## src/logic/acrp_regs_defs.vh

```
// register offsets, field positions and reset values of the clock, range and power slice
`ifndef ACRP_REGS_DEFS_VH
`define ACRP_REGS_DEFS_VH
`define ACRP_ADDR_W 15
`define ACRP_OFF_CLOCK_NOISE 15'h002B
`define ACRP_OFF_ALIGN_POS0 15'h002C
`define ACRP_OFF_ALIGN_POS1 15'h002D
`define ACRP_OFF_ALIGN_POS2 15'h002E
`define ACRP_OFF_FS_RANGE0 15'h0030
`define ACRP_OFF_FS_RANGE1 15'h0031
`define ACRP_OFF_POWER_MODE_A 15'h0037
`define ACRP_OFF_TIMESTAMP 15'h003B
`define ACRP_OFF_REF_OUTPUT 15'h003C
`define ACRP_RST_CLOCK_NOISE 8'h10
`define ACRP_RST_FULL_SCALE_CODE 16'hA000
`define ACRP_RST_POWER_MODE_A 8'h4B
`define ACRP_RST_TIMESTAMP 8'h00
`define ACRP_RST_REF_OUTPUT 8'h01
`define ACRP_RST_ALIGN_POS 24'h00_0000
`define ACRP_CODE_LOW_POWER 8'h46
`define ACRP_CODE_HIGH_PERF 8'h4B
`define ACRP_BIT_QUIET_DENOISE 2
`define ACRP_BIT_CLOCK_DENOISE 0
`define ACRP_BIT_TS_RECV 0
`define ACRP_BIT_TS_ECL 1
`define ACRP_BIT_REF_OUT 0
`endif

```

## src/logic/acrp_sync2.v

```verilog
// two-flop synchroniser for a bus of levels from outside the clock domain
`timescale 1ns/1ps
module acrp_sync2 #(
	parameter WIDTH = 24
) (
	input wire mclk_in,
	input wire rst_n_in,
	input wire [WIDTH-1:0] d_in,
	output reg [WIDTH-1:0] q_out
);
	reg [WIDTH-1:0] stage1;
	always @(posedge mclk_in or negedge rst_n_in) begin
		if (!rst_n_in) begin
			stage1 <= {WIDTH{1'b0}};
			q_out <= {WIDTH{1'b0}};
		end else begin
			stage1 <= d_in;
			q_out <= stage1;
		end
	end
endmodule

```

## src/logic/acrp_regs.v

```verilog
// configuration and status register slice reached over a byte-wide register port
`timescale 1ns/1ps
`include "acrp_regs_defs.vh"
module acrp_regs (
	input wire mclk_in,
	input wire rst_n_in,
	input wire wr_en_in,
	input wire rd_en_in,
	input wire [14:0] addr_in,
	input wire [7:0] wdata_in,
	output reg [7:0] rdata_out,
	output reg rvalid_out,
	input wire [23:0] align_edge_position_in,
	input wire pll_enable_in,
	output reg quiet_supply_denoise_enable_out,
	output reg clock_supply_denoise_enable_out,
	output reg [15:0] full_scale_code_out,
	output reg [7:0] power_mode_code_a_out,
	output reg low_power_active_out,
	output reg timestamp_receiver_enable_out,
	output reg timestamp_ecl_mode_enable_out,
	output reg ref_clock_output_enable_out
);
	reg [7:0] clock_noise_control;
	reg [15:0] full_scale_range;
	reg [7:0] power_mode_select_a;
	reg [7:0] timestamp_input_control;
	reg [7:0] ref_output_control;
	wire [23:0] align_edge_position_value;
	reg [23:0] align_prev;
	reg [23:0] align_held;
	reg [7:0] next_rdata;
	reg pll_meta;
	reg pll_sync;
	wire wr_clock_noise;
	wire wr_fs_low;
	wire wr_fs_high;
	wire wr_power_mode_a;
	wire wr_timestamp;
	wire wr_ref_output;

	// one compare serves every write strobe and keeps the offsets in one place
	function addr_hit;
		input strobe;
		input [14:0] addr;
		input [14:0] offset;
		begin
			addr_hit = strobe && (addr == offset);
		end
	endfunction

	// byte lane of a multi-byte register, lowest offset holds bits 7:0
	function [7:0] byte_lane;
		input [23:0] word;
		input [1:0] lane;
		begin
			case (lane)
				2'h0: byte_lane = word[7:0];
				2'h1: byte_lane = word[15:8];
				2'h2: byte_lane = word[23:16];
				default: byte_lane = 8'h00;
			endcase
		end
	endfunction

	// status comes from the alignment detector's domain, so it is synchronised
	acrp_sync2 #(.WIDTH(24)) u_pos_sync (
		.mclk_in(mclk_in),
		.rst_n_in(rst_n_in),
		.d_in(align_edge_position_in),
		.q_out(align_edge_position_value)
	);

	// the word crosses bit by bit, so it is taken only once two samples agree;
	// a position that keeps moving is reported late rather than torn
	always @(posedge mclk_in or negedge rst_n_in) begin
		if (!rst_n_in) begin
			align_prev <= `ACRP_RST_ALIGN_POS;
			align_held <= `ACRP_RST_ALIGN_POS;
		end else begin
			align_prev <= align_edge_position_value;
			if (align_prev == align_edge_position_value) begin
				align_held <= align_prev;
			end
		end
	end

	// no strobe reaches the alignment position bytes, so writes there fall away
	assign wr_clock_noise = addr_hit(wr_en_in, addr_in, `ACRP_OFF_CLOCK_NOISE);
	assign wr_fs_low = addr_hit(wr_en_in, addr_in, `ACRP_OFF_FS_RANGE0);
	assign wr_fs_high = addr_hit(wr_en_in, addr_in, `ACRP_OFF_FS_RANGE1);
	assign wr_power_mode_a = addr_hit(wr_en_in, addr_in, `ACRP_OFF_POWER_MODE_A);
	assign wr_timestamp = addr_hit(wr_en_in, addr_in, `ACRP_OFF_TIMESTAMP);
	assign wr_ref_output = addr_hit(wr_en_in, addr_in, `ACRP_OFF_REF_OUTPUT);

	// reserved bits are stored as written; keeping them at default is the caller's care
	always @(posedge mclk_in or negedge rst_n_in) begin
		if (!rst_n_in) begin
			clock_noise_control <= `ACRP_RST_CLOCK_NOISE;
		end else if (wr_clock_noise) begin
			clock_noise_control <= wdata_in;
		end
	end

	// bytes land on their own, so the code passes through a mixed value between writes
	always @(posedge mclk_in or negedge rst_n_in) begin
		if (!rst_n_in) begin
			full_scale_range <= `ACRP_RST_FULL_SCALE_CODE;
		end else begin
			if (wr_fs_low) begin
				full_scale_range[7:0] <= wdata_in;
			end
			if (wr_fs_high) begin
				full_scale_range[15:8] <= wdata_in;
			end
		end
	end

	always @(posedge mclk_in or negedge rst_n_in) begin
		if (!rst_n_in) begin
			power_mode_select_a <= `ACRP_RST_POWER_MODE_A;
		end else if (wr_power_mode_a) begin
			power_mode_select_a <= wdata_in;
		end
	end

	always @(posedge mclk_in or negedge rst_n_in) begin
		if (!rst_n_in) begin
			timestamp_input_control <= `ACRP_RST_TIMESTAMP;
		end else if (wr_timestamp) begin
			timestamp_input_control <= wdata_in;
		end
	end

	always @(posedge mclk_in or negedge rst_n_in) begin
		if (!rst_n_in) begin
			ref_output_control <= `ACRP_RST_REF_OUTPUT;
		end else if (wr_ref_output) begin
			ref_output_control <= wdata_in;
		end
	end

	always @* begin
		next_rdata = 8'h00;
		case (addr_in)
			`ACRP_OFF_CLOCK_NOISE: next_rdata = clock_noise_control;
			`ACRP_OFF_ALIGN_POS0: next_rdata = byte_lane(align_held, 2'h0);
			`ACRP_OFF_ALIGN_POS1: next_rdata = byte_lane(align_held, 2'h1);
			`ACRP_OFF_ALIGN_POS2: next_rdata = byte_lane(align_held, 2'h2);
			`ACRP_OFF_FS_RANGE0: next_rdata = byte_lane({8'h00, full_scale_range}, 2'h0);
			`ACRP_OFF_FS_RANGE1: next_rdata = byte_lane({8'h00, full_scale_range}, 2'h1);
			`ACRP_OFF_POWER_MODE_A: next_rdata = power_mode_select_a;
			`ACRP_OFF_TIMESTAMP: next_rdata = timestamp_input_control;
			`ACRP_OFF_REF_OUTPUT: next_rdata = ref_output_control;
			default: next_rdata = 8'h00;
		endcase
	end

	// pll enable is a level from outside this clock, so it passes two flops
	always @(posedge mclk_in or negedge rst_n_in) begin
		if (!rst_n_in) begin
			pll_meta <= 1'b0;
			pll_sync <= 1'b0;
		end else begin
			pll_meta <= pll_enable_in;
			pll_sync <= pll_meta;
		end
	end

	// read data holds until the next read, so a slow host may take it late
	always @(posedge mclk_in or negedge rst_n_in) begin
		if (!rst_n_in) begin
			rdata_out <= 8'h00;
			rvalid_out <= 1'b0;
		end else begin
			rvalid_out <= rd_en_in;
			if (rd_en_in) begin
				rdata_out <= next_rdata;
			end
		end
	end

	always @(posedge mclk_in or negedge rst_n_in) begin
		if (!rst_n_in) begin
			quiet_supply_denoise_enable_out <= 1'b0;
			clock_supply_denoise_enable_out <= 1'b0;
			full_scale_code_out <= `ACRP_RST_FULL_SCALE_CODE;
			power_mode_code_a_out <= `ACRP_RST_POWER_MODE_A;
			low_power_active_out <= 1'b0;
			timestamp_receiver_enable_out <= 1'b0;
			timestamp_ecl_mode_enable_out <= 1'b0;
			ref_clock_output_enable_out <= 1'b0;
		end else begin
			quiet_supply_denoise_enable_out <=
				clock_noise_control[`ACRP_BIT_QUIET_DENOISE];
			clock_supply_denoise_enable_out <=
				clock_noise_control[`ACRP_BIT_CLOCK_DENOISE];
			full_scale_code_out <= full_scale_range;
			power_mode_code_a_out <= power_mode_select_a;
			// reserved codes are passed on but never flag low power
			low_power_active_out <= (power_mode_select_a == `ACRP_CODE_LOW_POWER);
			timestamp_receiver_enable_out <=
				timestamp_input_control[`ACRP_BIT_TS_RECV];
			timestamp_ecl_mode_enable_out <=
				timestamp_input_control[`ACRP_BIT_TS_ECL];
			ref_clock_output_enable_out <=
				ref_output_control[`ACRP_BIT_REF_OUT] & pll_sync;
		end
	end
endmodule

```

## config.mk

```make
export PLATFORM = sky130hd
export DESIGN_NAME = acrp_regs
export DESIGN_NICKNAME = d
export VERILOG_FILES = /design/src/logic/acrp_sync2.v /design/src/logic/acrp_regs.v
export VERILOG_INCLUDE_DIRS = /design/src /design/src/logic
export SDC_FILE = /design/constraint.sdc
export NUM_CORES = 1
export LEC_CHECK = 0
export BUFFER_PORTS_ARGS = -buffer_cell sky130_fd_sc_hd__buf_2
export CAP_MARGIN = 10
export CELL_PAD_IN_SITES_DETAIL_PLACEMENT = 1
export CELL_PAD_IN_SITES_GLOBAL_PLACEMENT = 2
export CORE_MARGIN = 3
export CORE_UTILIZATION = 44
export DETAILED_ROUTE_END_ITERATION = 10
export PLACE_DENSITY_LB_ADDON = 0.1
export REMOVE_ABC_BUFFERS = 1
export SLEW_MARGIN = 20
export SYNTH_ARGS = -nofsm -noshare
export SYNTH_HDL_FRONTEND = slang
export SYNTH_HIERARCHICAL = 1
export SYNTH_SLANG_ARGS = --single-unit
```

## constraint.sdc

```tcl
create_clock -name mclk_in -period 4.2 [get_ports mclk_in]
set_clock_uncertainty 0.1 [all_clocks]
set_input_delay 0 -clock mclk_in [delete_from_list [all_inputs] [get_ports mclk_in]]
set_output_delay 0 -clock mclk_in [all_outputs]
set_load 0.01 [all_outputs]
```

==> results of run 1 <==
==> flip-flops by register name, indices dropped and copies added (netlist names), 16 cells and up <==
register and flops:
u_pos_sync/stage1 24, align_held 24, u_pos_sync/q_out 24, full_scale_range 16, full_scale_code_out 16, align_prev 24
==> Yosys cell counts (all sizes together), types with 2 or more instances <==
| library cell | number | area (um2) |
|---|---|---|
| o22ai | 13 | 81.3 |
| clkbuf | 6 | 22.5 |
| dfstp | 14 | 368 |
| mux2i | 20 | 200 |
| o2bb2ai | 3 | 26.3 |
| a21oi | 5 | 25.0 |
| dfrtp | 171 | 4280 |
| nand3 | 4 | 35.0 |
| a32o | 3 | 30.0 |
| nor2b | 7 | 43.8 |
| a22oi | 5 | 37.5 |
| a211oi | 4 | 30.0 |
| a22o | 3 | 26.3 |
| o21ai | 10 | 50.1 |
| nor2 | 8 | 30.0 |
| and2 | 2 | 12.5 |
| a21o | 2 | 15.0 |
| nand2 | 12 | 52.6 |
| xor2 | 16 | 140 |
| inv | 9 | 33.8 |
| nand4 | 11 | 75.1 |
| and4b | 3 | 30.0 |
| mux2 | 72 | 811 |
| nor4bb | 2 | 20.0 |
| nor4 | 9 | 77.6 |
| nor3b | 3 | 33.8 |
| nand3b | 2 | 15.0 |
| buf | 10 | 56.3 |
| nor3 | 4 | 36.3 |
| xnor2 | 8 | 70.1 |
==> through the flow <==
| stage | total power [mW] | area [um2] | util [%] | worst slack, ns |
|---|---|---|---|---|
| 6_report | 3.56 | 8420 | 56.7 | 1.85 |
| 4_1_cts | 3.60 | 8420 | 56.7 | 1.81 |
| 5_1_grt | 3.70 | 8420 | 56.7 | 1.70 |
| 2_1_floorplan | 1.90 | 6770 | - | 1.69 |
| 3_3_place_gp | 2.00 | 7480 | 50.3 | 1.64 |
| 3_5_place_dp | 2.01 | 7480 | 50.3 | 1.60 |
==> layout make-up <==
type / instances / share of cell area (%)
Multi-Input combinational cell: 241 / 24.8
Clock inverter: 12 / 1.35
Tap cell: 184 / 2.73
Sequential cell: 185 / 55.2
Timing Repair Buffer: 128 / 10.0
Inverter: 9 / 0.401
Clock buffer: 20 / 5.54
==> routing by layer <==
| layer | share of wire [%] | wire length, um |
|---|---|---|
| met5 | 0 | 0 |
| met4 | 1.1 | 174 |
| met3 | 3.1 | 481 |
| met2 | 50 | 7670 |
| met1 | 46 | 7160 |
==> cells by family (layout without fill, tap and decap cells) <==
logic type / Yosys count / in the layout
compound gates: 50 / 50
xor+xnor: 24 / 24
buf+inv: 25 / 169
flops: 185 / 185
mux: 92 / 92
simple gates: 75 / 75
==> power groups by stage <==
stage,logic (mW),registers [mW],clock network [mW]
after floorplan,0.0365,1.87,0
after global placement,0.130,1.87,0
after detailed placement,0.134,1.88,0
after CTS,0.161,1.84,1.60
after global routing,0.177,1.85,1.68
final,0.157,1.84,1.56
==> how the worst max path moves through the flow <==
stage	to	slack [ns]	startpoint
finish	align_held[8]	1.85	u_pos_sync/q_out[22]
floorplan	align_held[0]	1.69	u_pos_sync/q_out[23]
global route	align_held[8]	1.70	u_pos_sync/q_out[22]
global placement	ref_output_control[1]	1.64	addr_in[0]
detailed placement	ref_output_control[2]	1.60	addr_in[0]
CTS	align_held[5]	1.81	u_pos_sync/q_out[22]
==> worst register-to-register path: stages (launching register included) <==
cell     delay (ns)
dfrtp_1        0.40
xor2_1         0.16
nor4_1         0.49
nand4_1        0.19
nor3_2         0.15
buf_4          0.35
mux2_2         0.40
==> repair_timing <==
action,4_1_cts,5_1_grt
endpoints found under the hold margin,176,0
hold buffers,36,0
resized for setup,0,0
==> results.md, run 1 <==
* Status: complete, no violations
* Die Width at 131 um
* Inserted Diodes at 0
* Slowest cell delay on critical path at slightly below 0.5 ns
* Clock period minus worst slack at 2.35 ns
* Post-synthesis adder-cell area fraction at 0%
* Largest net degree at the start of global routing at slightly above 100
* Synth Area in Simple Gates at between 7 and 8%
* Slowest cell on crit path: nor4_1
* Maxcap violations at 0
* Fin nets at ~630
* First-pass GRT wire length at between 20 and 25 mm
* Num rows at 44
* WP depth at 6
* Pwr dens at approximately 420 nW/um2
* Worst Reg2Reg Path Length in Cells at 6
* CP delay by family, top: simple AND/OR/NAND/NOR gates
* Clock power frac at around 44%
* Share of layout cells above drive strength 1 at 37.3%
* Post-synth ARST share at 100%
* Sw Share at 22.5%
* Commonest non-fill, non-tap cell in the layout: dfrtp_1
* Net switching power at approximately 0.80 mW
* P&R area growth vs syn at 23.0%
* Hold Crit Start: addr_in[14]
* Gpl congestion at 0.780
* Most frequent cells in the layout: dfrtp_1 (171), buf_2 (89), mux2_2 (72)
* Area fraction in compound gates after synthesis at just under 5%
* Post CTS Setup Buffer Count at 0
* Hold crit path type: in -> reg
* Clock sinks at ~190
* Post-route ant nets at 0
* Area of the multi-input gates at 2090 um2
* Finished Layout Cells at between 700 and 800
* Post-Syn Area at between 6000 and 7000 um2
* CP startpoint kind: flop
* Peak supply drop at between 0.0003 and 0.0004 V
* Least-Margin Pin Slew at around 1.1 ns
* Met1 usage at 26.9%
* DR WL/cell at roughly 20 um
* Crit Reg-Reg Startpoint: u_pos_sync/q_out[22]
* Hold Fails Final Rpt at 0
* CORE AREA at about 15,000 um2
* Crit Path Max Fanout at 24
* Initial antenna violation count at 0
* Number of library cell types mapped by synthesis at between 50 and 60
* Yosys warning total at 6
* Number of global-route vias before repair at ~4,500
* RSZ-0062 raised after global routing: no
* Peak Freq at between 0.4 and 0.5 GHz
* Largest family of logic cells by synthesized area: multiplexers
* Crit path buffers/inverters at 1
* Post-synthesis sequential area ratio at slightly below 70%
* Post-Route WL at ~15 mm
* H-tree depth at 4
* Most Crowded Layer GR: met2
* Post-Synth XOR/XNOR Area at ~3%
* Hold Slack at between 0.06 and 0.07 ns
* Fillers at between 1,000 and 1,500
* Hpwl dp at 10.4 mm
* Vias per inst at between 5 and 6
* Root buffer cell: clkbuf_16
* Reg2reg setup slack at approximately 1.8 ns
* Primary FF master, synth: dfrtp_1
* WHS Endpoint: rdata_out[7]
* Total GRT Usage at 19.6%
* Slew Viols, Final at 0
* CP Data Arrival Time at ~2.6 ns
* Later-pin clock latency in the skew report at around 0.42 ns
* Fin crit share at 56.1%
* DRC at 0
* PortBufs at 90
* CP required at around 4.4 ns
* Die ar. at approximately 17,000 um2
* Hold Path Stages at 6
* Sequential power share at 51.7%
* Die H at 131 um
* Clock Tree Buf Depth at 2
* P_int at roughly 2.8 mW
* Clock slew at reported path FFs at ~0.070 ns
* RR Endpoint: align_held[8]
* Placed Instances at 711
* Met3 usage at under 10%
* Initial Util at between 40% and 50%
* Total gr overflow at 0
* Mux contribution to synthesized area at between 10% and 20%
* Top Ports at 91
* M2 GR Usage at roughly a third
* Vias at approximately 4,200
* EDFF count, synth at 0
* Max_slew headroom at between 20 and 25%
* Yosys reg bits at around 190
* Avg Cell Area, Syn at about 15 um2
* Crit Path Class: reg -> reg
* CP cell instances: xor2_1, nor4_1, nand4_1, nor3_2, buf_4, mux2_2
* Setup crit end kind: flop
* Iter 0 DRT Violations at 196
* FF+latch area at approximately 4600 um2
* CTS tree: built
* Cells after synthesis at between 400 and 500
* Endpoints failing setup at 0
* Comb power frac at 4.4%
* Setup tns final at 0 ns
* Num CTS Buffers at 17
* Drt pass-1 iters at 4
* Lkg Pwr at roughly 4.1 nW
(Power assumes the default switching activity.)
==> run 2: changes to the inputs <==
--- a/config.mk
+++ b/config.mk
@@ -11,7 +11,7 @@
 export CELL_PAD_IN_SITES_DETAIL_PLACEMENT = 1
 export CELL_PAD_IN_SITES_GLOBAL_PLACEMENT = 2
 export CORE_MARGIN = 3
-export CORE_UTILIZATION = 44
+export CORE_UTILIZATION = 37
 export DETAILED_ROUTE_END_ITERATION = 10
 export PLACE_DENSITY_LB_ADDON = 0.1
 export REMOVE_ABC_BUFFERS = 1
==> constraint.sdc (replaced) <==
create_clock -name mclk_in -period 1.94 [get_ports mclk_in]
set_clock_uncertainty 0.1 [all_clocks]
set_input_delay 0 -clock mclk_in [delete_from_list [all_inputs] [get_ports mclk_in]]
set_output_delay 0 -clock mclk_in [all_outputs]
set_load 0.01 [all_outputs]
==> results.md, run 2 (same netlist as run 1, synthesis figures left out) <==
* Met3 usage at 3.56% (was 4.51%)
* Crit Path Max Fanout at 13 (was 24)
* Crit Path Class: reg -> reg (unchanged)
* Maxcap violations at 0 (unchanged)
* PortBufs at 90 (unchanged)
* Root buffer cell: clkbuf_16 (unchanged)
* Post-route ant nets at 0 (unchanged)
* CTS tree: built (unchanged)
* CP dominant cell by count: buf_4
* Post CTS Setup Buffer Count at 0 (unchanged)
* CP cell instances: xor2_1, nor4_2, buf_4, nand4_1, nor3_2, buf_4, mux2_2 (was xor2_1, nor4_1, nand4_1, nor3_2, buf_4, mux2_2)
* Drt pass-1 iters at 4 (unchanged)
* Hpwl dp at 11.0 mm (was 10.4 mm)
* Share of layout cells above drive strength 1 at 41.4% (was 37.3%)
* CP required at 2.15 ns (was 4.40 ns)
* Fin nets at 674 (was 634)
* CORE AREA at 18,100 um2 (was 14,900 um2)
* Least-Margin Pin Slew at 0.437 ns (was 1.14 ns)
* Vias at 4,228 (was 4,153)
* CP Data Arrival Time at 2.34 ns (was 2.56 ns)
* Met1 usage at 20.5% (was 26.9%)
* Most frequent cells in the layout: dfrtp_1 (171), buf_2 (89), mux2_2 (72) (unchanged)
* Post-Route WL at 15.8 mm (was 15.5 mm)
* Reg2reg setup slack at -0.20 ns (was 1.85 ns)
* Total gr overflow at 0 (unchanged)
* Total GRT Usage at 16.4% (was 19.6%)
* Die Width at 142 um (was 131 um)
* Die ar. at 20,200 um2 (was 17,100 um2)
* First-pass GRT wire length at 25.3 mm (was 24.9 mm)
* Clock Tree Buf Depth at 2 (unchanged)
* DP Area at 7870 um2 (was 7480 um2)
* Tot Pwr at 8.09 mW (was 3.56 mW)
* Die H at 142 um (was 131 um)
* RSZ-0062 raised after global routing: yes (was no)
* Failing checks: negative setup slack
* Finished Layout Cells at 864 (was 779)
* Final setup margin at -0.195 ns (was 1.85 ns)
* Setup crit end kind: flop (unchanged)
* P&R area growth vs syn at 29.8% (was 23.0%)
* Placed Instances at 795 (was 711)
* Vias per inst at 4.89 (was 5.33)
* Commonest non-fill, non-tap cell in the layout: dfrtp_1 (unchanged)
* CP startpoint kind: flop (unchanged)
* Hold Slack at 0.0529 ns (was 0.0621 ns)
* DR WL/cell at 18.3 um (was 19.9 um)
* Peak supply drop at 0.000589 V (was 0.000305 V)
* Iter 0 DRT Violations at 173 (was 196)
* Max_slew headroom at 70.9% (was 22.6%)
* Later-pin clock latency in the skew report at 0.43 ns (was 0.42 ns)
* Slowest cell delay on critical path at 0.39 ns (was 0.49 ns)
* Most Crowded Layer GR: met2 (unchanged)
* H-tree depth at 4 (unchanged)
* Clock sinks at 185 (unchanged)
* Initial antenna violation count at 0 (unchanged)
* Slew Viols, Final at 0 (unchanged)
* Number of global-route vias before repair at 4,543 (was 4,475)
* Num CTS Buffers at 17 (unchanged)
* Inserted Diodes at 0 (unchanged)
* Largest net degree at the start of global routing at 85 (was 103)
* M2 GR Usage at 28.1% (was 31.8%)
* Clock slew at reported path FFs at 0.07 ns (about the same)
* Hold Fails Final Rpt at 0 (unchanged)
* DRC at 0 (unchanged)
* Gpl congestion at 0.748 (was 0.780)
* Top Ports at 91 (unchanged)
* Peak Freq at 0.468 GHz (was 0.425 GHz)
* Slowest cell on crit path: dfrtp_1 (was nor4_1)
* Num rows at 49 (was 44)
* Initial Util at 37.8% (was 46.1%)
* Endpoints failing setup at 24 (was 0)
* Hold crit path type: in -> async (was in -> reg)
* Pwr dens at 910 nW/um2 (was 423 nW/um2)
* Clock period minus worst slack at 2.14 ns (was 2.35 ns)
* Status: complete, but fails checks (was complete, no violations)
* Lkg Pwr at 4.31 nW (was 4.06 nW)
* Pre-CTS setup slack at -0.318 ns (was 1.60 ns)
* Fin crit share at 110% (was 56.1%)
* Final instance area at 8880 um2 (was 8420 um2)
[run 2: changes by cell type in the layout (fill, tap and decap cells not counted), moves of 2 or more]
cell,previous run,this run
buf_4,1,37
inv_6,3,6
bufinv_16,1,3
clkinvlp_4,3,1
buf_12,1,5
clkinv_2,3,1
[run 2: per-layer routing]
metal	up-vias	routed length [um]
met4	0	241
met2	71	8160
met1	2180	6980
li1	1961	-
met3	16	458
met5	-	0
[run 2: worst max-delay path, delay by kind of cell, from the launching register on]
family,cells,cell delay [ns]
DFF,1,0.39
muxes,1,0.36
and+or+nand+nor,3,0.58
buffers and inverters,2,0.40
xor gates and xnor gates,1,0.17
[run 2: path summary, 6_finish.rpt]
path                       cells past startpoint                 startpoint                       end
max                                            7       u_pos_sync/q_out[18]             align_held[1]
min                                            2                   rst_n_in  power_mode_code_a_out[3]
max reg2reg                                    7       u_pos_sync/q_out[18]             align_held[1]
min reg2reg                                    0       u_pos_sync/stage1[3]       u_pos_sync/q_out[3]
max in group asynchronous                      3                   rst_n_in            align_held[15]
min in group mclk_in                           2  align_edge_position_in[8]      u_pos_sync/stage1[8]
[run 2: area by class of cell]
| type | instances | area [um2] |
|---|---|---|
| Multi-Input combinational cell | 241 | 2090 |
| Tap cell | 229 | 287 |
| Clock buffer | 19 | 453 |
| Sequential cell | 185 | 4650 |
| Timing Repair Buffer | 168 | 1190 |
| Fill cell | 1813 | 9200 |
| Inverter | 9 | 33.8 |
| Clock inverter | 13 | 178 |
[run 2: power by group]
part | internal (mW) | leakage, nW | switching [mW]
clock | 2.14 | 0.310 | 1.58
sequential | 3.94 | 2.36 | 0.0448
combinational | 0.176 | 1.64 | 0.211
total | 6.25 | 4.31 | 1.84
[run 2: stage by stage]
stage / utilization [%] / setup TNS, ns
2_1_floorplan: - / -13.63
3_3_place_gp: 43.5 / -6.59
3_5_place_dp: 43.5 / -7.30
4_1_cts: 49.1 / -5.90
5_1_grt: 49.1 / -7.85
6_report: 49.1 / -4.09
[run 2: timing repair]
action | 4_1_cts | 5_1_grt
endpoints found under the hold margin | 256 | 0
pin swaps | 0 | 0
endpoints found under the setup margin | 24 | 24
cloned | 0 | 0
resized for setup | 1 | 0
hold buffers | 37 | 0
==> run 3: changes to the inputs <==
--- a/config.mk
+++ b/config.mk
@@ -14,7 +14,6 @@
 export CORE_UTILIZATION = 37
 export DETAILED_ROUTE_END_ITERATION = 10
 export PLACE_DENSITY_LB_ADDON = 0.1
-export REMOVE_ABC_BUFFERS = 1
 export SLEW_MARGIN = 20
 export SYNTH_ARGS = -nofsm -noshare
 export SYNTH_HDL_FRONTEND = slang
==> results.md, run 3 (same netlist as run 1, synthesis figures left out) <==
* Status: complete, but fails checks (unchanged)
* Failing checks: negative setup slack (unchanged)
* Crit Path Class: reg -> reg (unchanged)
* Peak supply drop at 0.000628 V (was 0.000589 V)
* Worst Reg2Reg Path Length in Cells at 7 (unchanged)
* Iter 0 DRT Violations at 164 (was 173)
* Initial Util at 37.8% (unchanged)
* Share of layout cells above drive strength 1 at 41.5% (was 41.4%)
* Slowest cell delay on critical path at 0.40 ns (was 0.39 ns)
* Post-route ant nets at 0 (unchanged)
* RR Endpoint: align_held[7] (was align_held[1])
* Max_slew headroom at 61.2% (was 70.9%)
* Fin nets at 677 (was 674)
* Die H at 142 um (unchanged)
* Hpwl dp at 11.5 mm (was 11.0 mm)
* Number of global-route vias before repair at 4,825 (was 4,543)
* CTS tree: built (unchanged)
* Hold Fails Final Rpt at 0 (unchanged)
* Slew Viols, Final at 0 (unchanged)
* CP delay by family, top: simple AND/OR/NAND/NOR gates (unchanged)
* CP startpoint kind: flop (unchanged)
* Clock Tree Buf Depth at 2 (unchanged)
* Hold Slack at 0.00779 ns (was 0.0529 ns)
* DRC at 0 (unchanged)
* Fin crit share at 110% (about the same)
* CP cell instances: xor2_1, nor4_1, buf_4, nand4_1, nor3_4, buf_6, mux2_2 (was xor2_1, nor4_2, buf_4, nand4_1, nor3_2, buf_4, mux2_2)
* Peak Freq at 0.470 GHz (was 0.468 GHz)
* Die ar. at 20,200 um2 (unchanged)
* Pwr dens at 892 nW/um2 (was 910 nW/um2)
* Maxcap violations at 0 (unchanged)
* Commonest non-fill, non-tap cell in the layout: dfrtp_1 (unchanged)
* Num rows at 49 (unchanged)
* Num CTS Buffers at 17 (unchanged)
* CORE AREA at 18,100 um2 (unchanged)
* Endpoints failing setup at 24 (unchanged)
* Inserted Diodes at 0 (unchanged)
* Slowest cell on crit path: dfrtp_1 (unchanged)
* Crit Reg-Reg Startpoint: u_pos_sync/q_out[18] (unchanged)
* Clock period minus worst slack at 2.13 ns (was 2.14 ns)
* Total gr overflow at 0 (unchanged)
* P&R area growth vs syn at 30.0% (was 29.8%)
* Post-Route WL at 16.1 mm (was 15.8 mm)
* Lkg Pwr at 4.33 nW (was 4.31 nW)
* Clock sinks at 185 (unchanged)
* Sw Share at 23.4% (was 22.7%)
* Top Ports at 91 (unchanged)
* Crit Path Max Fanout at 12 (was 13)
* Comb power frac at 5.0% (was 4.8%)
* CP required at 2.15 ns (about the same)
* Total GRT Usage at 17.0% (was 16.4%)
* Final setup margin at -0.187 ns (was -0.195 ns)
* Reg2reg setup slack at -0.19 ns (was -0.20 ns)
* Root buffer cell: clkbuf_16 (unchanged)
* P_int at 6.08 mW (was 6.25 mW)
* H-tree depth at 4 (unchanged)
* CP Data Arrival Time at 2.34 ns (about the same)
* Drt pass-1 iters at 4 (unchanged)
* Post CTS Setup Buffer Count at 0 (unchanged)
* Die Width at 142 um (unchanged)
* Later-pin clock latency in the skew report at 0.43 ns (about the same)
* Setup crit end kind: flop (unchanged)
* Least-Margin Pin Slew at 0.583 ns (was 0.437 ns)
* Clock slew at reported path FFs at 0.08 ns (was 0.07 ns)
* CP startpoint: u_pos_sync/q_out[18] (unchanged)
* Most frequent cells in the layout: dfrtp_1 (171), buf_2 (89), mux2_2 (69) (was dfrtp_1 (171), buf_2 (89), mux2_2 (72))
* Vias per inst at 4.95 (was 4.89)
* Net switching power at 1.86 mW (was 1.84 mW)
* Hold crit path type: in -> async (unchanged)
* Gpl congestion at 0.775 (was 0.748)
* Sequential power share at 50.2% (was 49.2%)
* Synth Net Count at roughly 500
* Vias at 4,290 (was 4,228)
* Worst setup path endpoint: align_held[7] (was align_held[1])
* Tot Pwr at 7.94 mW (was 8.09 mW)
* Crit path buffers/inverters at 2 (unchanged)
* Largest net degree at the start of global routing at 59 (was 85)
* PortBufs at 90 (unchanged)
* Clock power frac at 44.8% (was 46.0%)
* RSZ-0062 raised after global routing: yes (unchanged)
* Initial antenna violation count at 0 (unchanged)
* WP depth at 7 (unchanged)
* DR WL/cell at 18.6 um (was 18.3 um)
* First-pass GRT wire length at 26.4 mm (was 25.3 mm)
run 3: cell count changes in the layout (fill, tap and decap cells not counted), moves of 2 or more:
| cell | previous run | this run |
|---|---|---|
| mux2_2 | 72 | 69 |
| clkbuf_8 | 2 | 0 |
| buf_6 | 1 | 3 |
| mux2_4 | 0 | 3 |
| inv_6 | 6 | 4 |
| buf_4 | 37 | 39 |
| clkinv_8 | 0 | 2 |
run 3: through the flow:
stage | std cells | setup slack [ns] | area (um2) | utilization, % | TNS [ns]
2_1_floorplan | 451 | -0.0359 | 6850 | - | -0.719
3_3_place_gp | 799 | -0.154 | 7900 | 43.7 | -4.01
3_5_place_dp | 799 | -0.249 | 7900 | 43.7 | -6.31
4_1_cts | 867 | -0.189 | 8890 | 49.1 | -4.27
5_1_grt | 867 | -0.306 | 8900 | 49.2 | -6.98
6_report | 867 | -0.187 | 8900 | 49.2 | -4.11
run 3: worst min path at each step:
stage | slack (ns) | cells past startpoint | to
finish | 0.008 | 2 | u_pos_sync/q_out[18]
global route | 0.04 | 2 | u_pos_sync/q_out[18]
CTS | 0.03 | 2 | u_pos_sync/q_out[18]
detailed placement | -0.07 | 1 | u_pos_sync/q_out[1]
global placement | -0.08 | 1 | u_pos_sync/stage1[18]
floorplan | -0.40 | 0 | align_held[0]
run 3: timing repair:
item,in CTS,in global routing
endpoints found under the hold margin,254,0
resized for setup,3,3
hold buffers,36,0
setup endpoints to repair,24,24
pin swaps,0,0
run 3: power by group through the flow:
| stage | logic, mW | registers, mW | clock network [mW] |
|---|---|---|---|
| 2_1_floorplan | 0.112 | 4.04 | 0 |
| 3_3_place_gp | 0.337 | 4.05 | 0 |
| 3_5_place_dp | 0.349 | 4.06 | 0 |
| 4_1_cts | 0.408 | 3.99 | 3.66 |
| 5_1_grt | 0.445 | 3.99 | 3.85 |
| 6_report | 0.398 | 3.99 | 3.56 |
run 3: final cells by class:
class / instances / area [um2]
clock buffers: 18 / 429
clock inverters: 14 / 180
fillers: 1807 / 9190
inverters: 9 / 33.8
multi-input cells: 241 / 2110
flip-flops and latches: 185 / 4650
well taps: 229 / 287
repair buffers: 171 / 1210
run 3: worst reg2reg max path, cell delays in order, from the launching register on:
cell	delay, ns
dfrtp_1	0.40
xor2_1	0.17
nor4_1	0.28
buf_4	0.16
nand4_1	0.14
nor3_4	0.20
buf_6	0.20
mux2_2	0.35
run 3: metal layers:
| metal | wire, um | global-route usage, % |
|---|---|---|
| met1 | 7690 | 23.8 |
| met2 | 7720 | 26.6 |
| met3 | 499 | 4.17 |
| met4 | 195 | 5.05 |
| met5 | 0 | 0 |
